File: src/logic/fprl_map.svh
`ifndef FPRL_MAP_SVH
`define FPRL_MAP_SVH

// Register indices; the byte address on the bus is four times the index.
`define FPRL_IDX_ACOUSTIC   8'h62
`define FPRL_IDX_CTRL       8'h70
`define FPRL_IDX_FAN_BASE   8'h71

// Field positions of the rate control register.
`define FPRL_LOCAL_RATE_LSB 0
`define FPRL_LOCAL_RATE_MSB 2
`define FPRL_SMOOTH_BIT     3
`define FPRL_REM2_RATE_LSB  4
`define FPRL_REM2_RATE_MSB  6
`define FPRL_ACOUSTIC_RESET 8'h00

// Field positions of the control register.
`define FPRL_CTRL_LOCK_BIT    0
`define FPRL_CTRL_STRETCH_BIT 1

// Field positions of each fan register.
`define FPRL_FAN_TARGET_LSB 0
`define FPRL_FAN_TARGET_MSB 7
`define FPRL_FAN_SRC_LSB    8
`define FPRL_FAN_SRC_MSB    9
`define FPRL_FAN_DUTY_LSB   16
`define FPRL_FAN_DUTY_MSB   23

// Timing: full-scale ramp times at code 000, and the clock rate.
`define FPRL_RAMP_FULL_MS       37500
`define FPRL_RAMP_FULL_SLOW_MS  52200
`define FPRL_CLK_KHZ            100000
`define FPRL_DUTY_STEPS         255
`define FPRL_DUTY_FULL          8'hff

`endif

File: src/logic/fprl_pkg.sv
`default_nettype none
package fprl_pkg;

  // Which temperature channel governs a fan output.
  typedef enum logic [1:0] {
    SRC_DIRECT  = 2'h0,
    SRC_LOCAL   = 2'h1,
    SRC_REMOTE2 = 2'h2
  } fprl_src_t;

  typedef logic [7:0] fprl_duty_t;

endpackage
`default_nettype wire

File: src/logic/fprl_top.sv
// Summary of operation
// Acoustic bits 2:0 set local ramp rate.
// Duty steps toward new target, not jump.
// Codes give 1,2,3,4,8,12,24,48 per slot.
// Full ramp times; config bit stretches them.
// Acoustic bit 3 enables local smoothing.
// Acoustic bits 6:4 set Remote 2 rate.
// Lock bit makes acoustic register read-only.
// Acoustic register resets to all zeros.
// Acoustic bit 7 is plain storage only.
//
// Added by the designer: register access over APB.
`timescale 1ns/1ps
`default_nettype none
`include "fprl_map.svh"

// Programming model.
// The block sits behind a small register file on the peripheral bus.
// Every register takes one aligned 32-bit word. The byte address of a
// register is four times its index, so the bus address is compared with
// the index shifted up by two bits. Bits that a register does not store
// read back as zero and are dropped on a write.
//
// Rate control register.
// Bits 2:0 hold the rate code for fans governed by the local channel.
// Bit 3 turns smoothing on for the local channel. With it clear, a fan
// under local control follows its target at once.
// Bits 6:4 hold the rate code for fans governed by the Remote 2 channel.
// Remote 2 has no enable of its own here, so those fans always ramp.
// Bit 7 is plain storage. It reads back what was written and has no
// effect on ramping, so software may use it as a scratch bit.
// The register comes out of reset as all zeros, which selects the
// slowest code on both channels and leaves local smoothing off.
//
// Control register.
// Bit 0 is the lock. Once set it stays set until the next reset, and
// from then on every write to the rate control register is dropped.
// The drop is silent: the bus still completes without an error, so a
// driver that retries after a locked write will not hang.
// Bit 1 stretches every slot, which lengthens every ramp by the same
// factor. It stays writable under lock, because only the rate control
// register is frozen.
//
// Fan registers, one for each fan output.
// Bits 7:0 hold the target duty that the control loop asks for.
// Bits 9:8 name the channel that governs the fan: zero and three mean
// direct control, one means local, two means Remote 2.
// Bits 23:16 show the current ramped duty and are read-only.
//
// Ramping.
// A shared slot timer raises a one-cycle tick once every slot. At each
// tick a ramped fan moves its duty toward the target by the increment
// that its rate code selects, and never past the target. Between ticks
// the duty holds. The full-scale ramp time is therefore about the slot
// length times the number of steps needed to cover the whole range.
// The last step is clipped to the target, so large increments finish a
// little early or late against the nominal time; this was traded for a
// single slot timer shared by every fan.
// A change of rate code takes effect at the next tick. A change of the
// stretch bit takes effect in the slot under way, since the timer compares
// against the selected length on every clock.
//
// Drive pins.
// Each fan pin is a plain PWM output with a 256-clock period. The pin is
// high while the shared period counter is below the duty, and full duty
// holds the pin high for the whole period so that the fan never sees a
// one-clock gap at full speed.
//
// Bus timing.
// The slave inserts one wait state: ready rises one clock into the access
// phase and stays high for one clock. Read data and the error flag are
// captured as ready rises, so both come straight from flip-flops.
// An unmapped address answers with the error flag and zero read data,
// and a write to it changes nothing.
//
// Limitations.
// The block does not measure temperature and does not run the fan curve.
// It only limits how fast the duty moves toward a target set by software.

module fprl_top #(
  parameter int          NUM_FANS        = 3,
  parameter int          ADDR_W          = 12,
  parameter logic [31:0] SLOT_CYCLES     = 32'((64'(`FPRL_RAMP_FULL_MS)
                                           * 64'(`FPRL_CLK_KHZ))
                                           / 64'(`FPRL_DUTY_STEPS)),
  parameter logic [31:0] SLOT_CYCLES_SLOW = 32'((64'(`FPRL_RAMP_FULL_SLOW_MS)
                                           * 64'(`FPRL_CLK_KHZ))
                                           / 64'(`FPRL_DUTY_STEPS))
) (
  input  wire logic                  clk_sys,
  input  wire logic                  reset,
  input  wire logic                  psel,
  input  wire logic                  penable,
  input  wire logic                  pwrite,
  input  wire logic [ADDR_W-1:0]     paddr,
  input  wire logic [31:0]           pwdata,
  output var  logic [31:0]           prdata,
  output var  logic                  pready,
  output var  logic                  pslverr,
  output var  logic [NUM_FANS-1:0]   fanDriveOutput,
  output var  logic [8*NUM_FANS-1:0] fanDutyLevel
);

  logic [7:0]          acoustic_r;
  logic                lock_r;
  logic                stretch_r;
  logic [31:0]         slotCnt_r;
  logic                slotTick_r;
  logic [7:0]          pwmCnt_r;
  fprl_pkg::fprl_duty_t target_r [NUM_FANS];
  fprl_pkg::fprl_src_t  src_r    [NUM_FANS];
  fprl_pkg::fprl_duty_t duty_r   [NUM_FANS];
  logic                accessEnd;
  logic                wrEn;

  // True when the bus address selects the register at the given index.
  function automatic logic addrIs(input logic [ADDR_W-1:0] a,
                                  input logic [7:0]        idx);
    addrIs = (a == ADDR_W'({idx, 2'b00}));
  endfunction

  // Duty increment applied per slot for a rate code.
  function automatic logic [7:0] rateStep(input logic [2:0] code);
    case (code)
      3'h0:    rateStep = 8'h01;
      3'h1:    rateStep = 8'h02;
      3'h2:    rateStep = 8'h03;
      3'h3:    rateStep = 8'h04;
      3'h4:    rateStep = 8'h08;
      3'h5:    rateStep = 8'h0c;
      3'h6:    rateStep = 8'h18;
      default: rateStep = 8'h30;
    endcase
  endfunction

  // One step from cur toward tgt, never overshooting the target.
  function automatic logic [7:0] stepToward(input logic [7:0] cur,
                                            input logic [7:0] tgt,
                                            input logic [7:0] inc);
    if (tgt > cur) begin
      stepToward = (tgt - cur > inc) ? cur + inc : tgt;
    end else begin
      stepToward = (cur - tgt > inc) ? cur - inc : tgt;
    end
  endfunction

  // The slave answers on the second access cycle, so one wait state.
  assign accessEnd = psel & penable & pready;
  assign wrEn      = accessEnd & pwrite;

  // Ready rises one cycle into the access phase and drops after the handshake.
  always_ff @(posedge clk_sys or posedge reset) begin
    if (reset) begin
      pready <= 1'b0;
    end else begin
      pready <= psel & penable & ~pready;
    end
  end

  // Read data and error are captured as ready rises, so both come from flops.
  always_ff @(posedge clk_sys or posedge reset) begin
    if (reset) begin
      prdata  <= 32'h0;
      pslverr <= 1'b0;
    end else if (psel & penable & ~pready) begin
      prdata  <= 32'h0;
      pslverr <= 1'b1;
      if (addrIs(paddr, `FPRL_IDX_ACOUSTIC)) begin
        prdata  <= {24'h0, acoustic_r};
        pslverr <= 1'b0;
      end
      if (addrIs(paddr, `FPRL_IDX_CTRL)) begin
        prdata[`FPRL_CTRL_LOCK_BIT]    <= lock_r;
        prdata[`FPRL_CTRL_STRETCH_BIT] <= stretch_r;
        pslverr                        <= 1'b0;
      end
      for (int i = 0; i < NUM_FANS; i++) begin
        if (addrIs(paddr, 8'(`FPRL_IDX_FAN_BASE + i))) begin
          prdata[`FPRL_FAN_TARGET_MSB:`FPRL_FAN_TARGET_LSB] <= target_r[i];
          prdata[`FPRL_FAN_SRC_MSB:`FPRL_FAN_SRC_LSB]       <= src_r[i];
          prdata[`FPRL_FAN_DUTY_MSB:`FPRL_FAN_DUTY_LSB]     <= duty_r[i];
          pslverr                                           <= 1'b0;
        end
      end
    end else begin
      pslverr <= 1'b0;
    end
  end

  // Rate control register; a write under lock is dropped without an error.
  always_ff @(posedge clk_sys or posedge reset) begin
    if (reset) begin
      acoustic_r <= `FPRL_ACOUSTIC_RESET;
    end else if (wrEn && addrIs(paddr, `FPRL_IDX_ACOUSTIC) && !lock_r) begin
      acoustic_r <= pwdata[7:0];
    end
  end

  // Lock can only be set; only a reset opens the register again.
  always_ff @(posedge clk_sys or posedge reset) begin
    if (reset) begin
      lock_r    <= 1'b0;
      stretch_r <= 1'b0;
    end else if (wrEn && addrIs(paddr, `FPRL_IDX_CTRL)) begin
      lock_r    <= lock_r | pwdata[`FPRL_CTRL_LOCK_BIT];
      stretch_r <= pwdata[`FPRL_CTRL_STRETCH_BIT];
    end
  end

  // Slot timer; the stretch bit selects the longer slot for every code.
  always_ff @(posedge clk_sys or posedge reset) begin
    if (reset) begin
      slotCnt_r  <= 32'h0;
      slotTick_r <= 1'b0;
    end else begin
      slotTick_r <= 1'b0;
      if (slotCnt_r >= (stretch_r ? SLOT_CYCLES_SLOW : SLOT_CYCLES) - 32'h1)
      begin
        slotCnt_r  <= 32'h0;
        slotTick_r <= 1'b1;
      end else begin
        slotCnt_r <= slotCnt_r + 32'h1;
      end
    end
  end

  // Free-running PWM period counter shared by all fan outputs.
  always_ff @(posedge clk_sys or posedge reset) begin
    if (reset) begin
      pwmCnt_r <= 8'h00;
    end else begin
      pwmCnt_r <= pwmCnt_r + 8'h01;
    end
  end

  genvar g;
  generate
    for (g = 0; g < NUM_FANS; g++) begin : gFan
      // Fan target and governing channel, as set by the control loop.
      always_ff @(posedge clk_sys or posedge reset) begin
        if (reset) begin
          target_r[g] <= 8'h00;
          src_r[g]    <= fprl_pkg::SRC_DIRECT;
        end else if (wrEn && addrIs(paddr, 8'(`FPRL_IDX_FAN_BASE + g))) begin
          target_r[g] <= pwdata[`FPRL_FAN_TARGET_MSB:`FPRL_FAN_TARGET_LSB];
          src_r[g]    <= fprl_pkg::fprl_src_t'(
                           pwdata[`FPRL_FAN_SRC_MSB:`FPRL_FAN_SRC_LSB]);
        end
      end

      // Ramped duty; a channel without smoothing follows its target at once.
      always_ff @(posedge clk_sys or posedge reset) begin
        if (reset) begin
          duty_r[g] <= 8'h00;
        end else begin
          case (src_r[g])
            fprl_pkg::SRC_LOCAL: begin
              if (!acoustic_r[`FPRL_SMOOTH_BIT]) begin
                duty_r[g] <= target_r[g];
              end else if (slotTick_r) begin
                duty_r[g] <= stepToward(duty_r[g], target_r[g],
                  rateStep(acoustic_r[`FPRL_LOCAL_RATE_MSB:
                                      `FPRL_LOCAL_RATE_LSB]));
              end
            end
            fprl_pkg::SRC_REMOTE2: begin
              if (slotTick_r) begin
                duty_r[g] <= stepToward(duty_r[g], target_r[g],
                  rateStep(acoustic_r[`FPRL_REM2_RATE_MSB:
                                      `FPRL_REM2_RATE_LSB]));
              end
            end
            default: begin
              duty_r[g] <= target_r[g];
            end
          endcase
        end
      end

      // Registered drive pin and duty report; full scale holds the pin high.
      always_ff @(posedge clk_sys or posedge reset) begin
        if (reset) begin
          fanDriveOutput[g]     <= 1'b0;
          fanDutyLevel[8*g +: 8] <= 8'h00;
        end else begin
          fanDriveOutput[g]     <= (duty_r[g] == `FPRL_DUTY_FULL) ||
                                   (pwmCnt_r < duty_r[g]);
          fanDutyLevel[8*g +: 8] <= duty_r[g];
        end
      end
    end
  endgenerate

endmodule
`default_nettype wire

File: config.mk
export PLATFORM = sky130hd
export DESIGN_NAME = fprl_top
export DESIGN_NICKNAME = d
export VERILOG_FILES = /design/src/logic/fprl_pkg.sv /design/src/logic/fprl_top.sv
export VERILOG_INCLUDE_DIRS = /design/src /design/src/logic
export SDC_FILE = /design/constraint.sdc
export NUM_CORES = 1
export LEC_CHECK = 0
export BUFFER_PORTS_ARGS = -buffer_cell sky130_fd_sc_hd__buf_2
export CAP_MARGIN = 10
export CORE_ASPECT_RATIO = 1.5
export CORE_MARGIN = 4
export CORE_UTILIZATION = 49
export DETAILED_ROUTE_END_ITERATION = 16
export HOLD_SLACK_MARGIN = 0.08
export PLACE_DENSITY_LB_ADDON = 0.3
export SETUP_SLACK_MARGIN = 0.5
export SLEW_MARGIN = 20
export SYNTH_ARGS = -nofsm -noshare
export SYNTH_HDL_FRONTEND = slang
export SYNTH_SLANG_ARGS = --single-unit
export TNS_END_PERCENT = 5
File: constraint.sdc
create_clock -name clk_sys -period 5.4 [get_ports clk_sys]
set_input_delay 0.27 -clock clk_sys [delete_from_list [all_inputs] [get_ports clk_sys]]
set_output_delay 0.27 -clock clk_sys [all_outputs]
set_load 0.03 [all_outputs]
==> impl_summary.log <==
[metrics] outcome: complete, no violations
[metrics] wire length of the first global-routing pass: just over 80,000 µm
[metrics] number of distinct library cells after synthesis: 92
[metrics] worst path arrival time: between 5 and 6 ns
[metrics] Row Count: a little under 80
[metrics] worst-path fanout max: 11
[metrics] CTS clk-pin slew, worst paths: roughly 0.080 ns
[metrics] Cell Pwr Density: ~150 nW/µm²
[metrics] number of flops mapped to enable cells by yosys: 0
[metrics] share of the clock period used by the worst path after layout: 87.9%
[metrics] ys async rst share: 100%
[metrics] R2R depth: 16
[metrics] number of synthesized register bits: ~150
[metrics] worst reg2reg endpoint: duty_r[3]
[metrics] worst path setup slack after routing: roughly 0.66 ns
[metrics] max-slew violations: 0
[metrics] Worst EP required: about 5.7 ns
[metrics] DIE HEIGHT: 224 µm
[metrics] post-route design area: between 15,000 and 20,000 µm²
[metrics] launch point of the worst reg-to-reg path: duty_r[2]
[metrics] leakage component of the power: between 7 and 8 nW
[metrics] ordered list of cells on the worst path: ha_1, a21oi_1, nand2_1, a21o_1, a21oi_1, xnor2_1, ha_1, nand3_1, a21o_1, a21oi_1, a211oi_1, nor4_2, nor2_2, a32o_1, a311oi_1, o22ai_1
[metrics] sequential share of the synthesized area: around 25%
[metrics] core area: 30,500 µm²
[metrics] CP bufs+invs: 0
[metrics] RSZ-0062 raised after global routing: true
[metrics] sinks on the clock net: roughly 150
[metrics] pin count of the biggest net entering global routing: 106
[metrics] average detailed-routed wire length per instance: around 23 µm
[metrics] Worst-Skew Late Latency: 0.46 ns
[metrics] Die Footprint: 34,100 µm²
[metrics] worst hold-check path type: primary input to register
[metrics] routed vias/inst: ~6.3
[metrics] final wirelength: 52,700 µm
[metrics] HPWL reported at the end of detailed placement: ~40,000 µm
[metrics] final layout net count: about 2,100
[metrics] initial core utilization: between 40% and 50%
[metrics] number of buffers between clock root and the deepest sink: 2
[metrics] Area Overhead vs Synth: 8.91%
[metrics] number of max-cap violations: 0
[metrics] Slowest Stage Delay on Critical Path: approximately 0.79 ns
[metrics] Synth Flop Type: dfrtp_1
[metrics] mapped cell area: about 15,000 µm²
[metrics] Worst path top cell family by delay: compound AO/OA/AOI/OAI gates
[metrics] minimum clock period after layout: 4.74 ns
[metrics] sink of the worst hold path: target_r[23]
[metrics] Worst Max-Slew Pin Slew: ~1.1 ns
[metrics] worst hold path depth: 3
[metrics] Crit Path Class: register to register
[metrics] mean post-synth cell area: approximately 8.5 µm²
[metrics] remaining antenna violation count after routing: 0
[metrics] total negative slack for setup checks: 0 ns
[metrics] Max Clock Freq: 211 MHz
[metrics] hold path startpoint: pwdata[7]
[metrics] CP endpoint kind: register
[metrics] DP Worst Slack: between 0.7 and 0.8 ns
[metrics] H-tree level count: 4
[metrics] global router's overall resource usage: between 30% and 40%
[metrics] via count of the first global-routing pass: approximately 14,000
[metrics] drt first pass iters: 6
[metrics] number of buffers created by CTS: 17
[metrics] share of layout cells above drive strength 1: under 10%
[metrics] Gate Count Post-Synth: between 1,500 and 2,000
[metrics] Critical Path Start Type: register
[metrics] Horiz. Die Dim: ~150 µm
[metrics] via total after detailed routing: 14,400
[metrics] number of fill cells: between 2,000 and 3,000
[metrics] worst clock skew: between 0.01 and 0.015 ns
[metrics] final hold vios: 0
[metrics] CTS Root Buffer Type: clkbuf_16
[metrics] total number of yosys warnings: 0
[metrics] CTS tree: done
[metrics] final routed DRC violation total: 0
[metrics] VDD IR-drop max: around 0.19 mV
[metrics] number of antenna violations at the first check in global routing: 1
[metrics] Max-slew headroom: about a quarter
[metrics] cell repeated most along the worst path: a21oi_1
[metrics] number of DRC markers after the initial detailed-route iteration: approximately 1,300
[metrics] Placed Instance Area: about 16,000 µm²
[metrics] Routability Congestion: ~0.99
[metrics] count of endpoints failing setup in the final report: 0
[metrics] top-level I/O count: 110
[metrics] worst reg2reg setup slack: around 0.66 ns
[metrics] slowest library cell on the worst path: nor4_2
[metrics] Port Buffers: 73
[metrics] Remaining Overflow, GRT: 0
## report_power, final
part	internal (mW)	switching [mW]	total, mW
clock network	0.653	0.571	1.22
logic	0.0434	0.112	0.155
registers	1.14	0.00250	1.14
total	1.84	0.685	2.52
## final cells by class
type                            instances  area [µm²]  share of cell area (%)
Antenna cell                            1        2.50                  0.0150
Clock buffer                           18         429                    2.58
Inverter                              134         508                    3.05
Clock inverter                         14         158                   0.948
Timing Repair Buffer                  100         571                    3.43
Tap cell                              400         500                    3.01
Sequential cell                       152        3800                    22.9
Multi-Input combinational cell       1454       10700                    64.1
## state kept, by name, indices dropped and copies added (netlist names), 3 cells and up
register	cells
target_r	24
pwmCnt_r	8
fanDutyLevel	24
src_r	6
slotCnt_r	32
duty_r	24
fanDriveOutput	3
acoustic_r	8
prdata	18
## synthesized netlist by cell type, types with 18 or more instances
| library cell | number | area (µm²) |
|---|---|---|
| mux2_2 | 23 | 259 |
| nor2_1 | 119 | 447 |
| inv_1 | 131 | 492 |
| fa_1 | 18 | 360 |
| a21o_1 | 56 | 420 |
| a31oi_1 | 21 | 131 |
| dfrtp_1 | 152 | 3800 |
| a211oi_1 | 21 | 158 |
| nand2_1 | 140 | 526 |
| xnor2_1 | 47 | 412 |
| a21oi_1 | 141 | 706 |
| nand2b_1 | 26 | 163 |
| o21a_1 | 22 | 165 |
| ha_1 | 216 | 2700 |
| mux2i_1 | 26 | 260 |
| clkbuf_1 | 45 | 169 |
| o21ai_0 | 113 | 566 |
| nand3_1 | 40 | 200 |
| xor2_1 | 27 | 236 |
| nand4_1 | 23 | 144 |
| nor2b_1 | 33 | 206 |
| nor3_1 | 24 | 120 |
## routing by layer
layer	wire length, µm	GRT usage (%)	share of wire, %
met5	0	0	0
met4	4410	21.6	8.4
met3	3240	5.14	6.1
met2	25000	51.5	47
met1	20100	34.8	38
## worst reg2reg max path: cells and delay by family, from the launching register on
| family | cells | cell delay, ns |
|---|---|---|
| fa+ha+maj | 2 | 0.79 |
| flops | 1 | 0.69 |
| xor+xnor | 1 | 0.11 |
| simple gates | 4 | 1.26 |
| compound gates | 9 | 1.78 |
## stage by stage
step,utilization (%),cells,power (mW),hold WS [ns]
CTS,54.4,2272,2.54,0.100
detailed placement,52.5,2239,1.32,0.467
global route,54.4,2273,2.61,0.109
finish,54.4,2273,2.52,0.122
floorplan,-,1821,1.28,0.352
global placement,52.5,2239,1.32,0.459
## cell families (layout without fill, tap and decap cells)
| family | count (synthesis) | count (layout) | share of synthesized area (%) |
|---|---|---|---|
| multiplexers | 50 | 50 | 3.50 |
| XOR/XNOR | 76 | 76 | 4.46 |
| adder cells (fa/ha/maj) | 237 | 237 | 20.3 |
| flip-flops | 152 | 152 | 24.9 |
| AO/OA/AOI/OAI | 567 | 567 | 24.8 |
| AND/OR/NAND/NOR | 504 | 504 | 16.2 |
| other | 1 | 21 | 0.0246 |
| buffers and inverters | 215 | 266 | 5.83 |
## how the worst max path moves through the flow
stage | endpoint | cells after the start | startpoint | slack (ns)
after global routing | duty_r[3] | 16 | duty_r[2] | 0.37
after CTS | duty_r[6] | 15 | duty_r[2] | 0.71
after detailed placement | duty_r[6] | 15 | duty_r[2] | 0.71
after floorplan | acoustic_r[0] | 1 | reset | 1.04
final | duty_r[3] | 16 | duty_r[2] | 0.66
after global placement | duty_r[3] | 16 | duty_r[2] | 0.72
## repair_timing
item | 4_1_cts | 5_1_grt
resized for setup | 0 | 1
hold buffers | 1 | 0
setup endpoints to repair | 0 | 7
buffers inserted | 0 | 0
hold endpoints to repair | 41 | 0
## cell usage in the layout, fill, tap and decap left out, types with 40 or more instances in the layout
cell	instances
ha_1	216
dfrtp_1	152
nand2_1	140
a21oi_1	140
inv_1	130
nor2_1	118
o21ai_0	112
buf_2	73
a21o_1	56
xnor2_1	47
nand3_1	40
No activity file was read; power rests on OpenSTA's default activity.
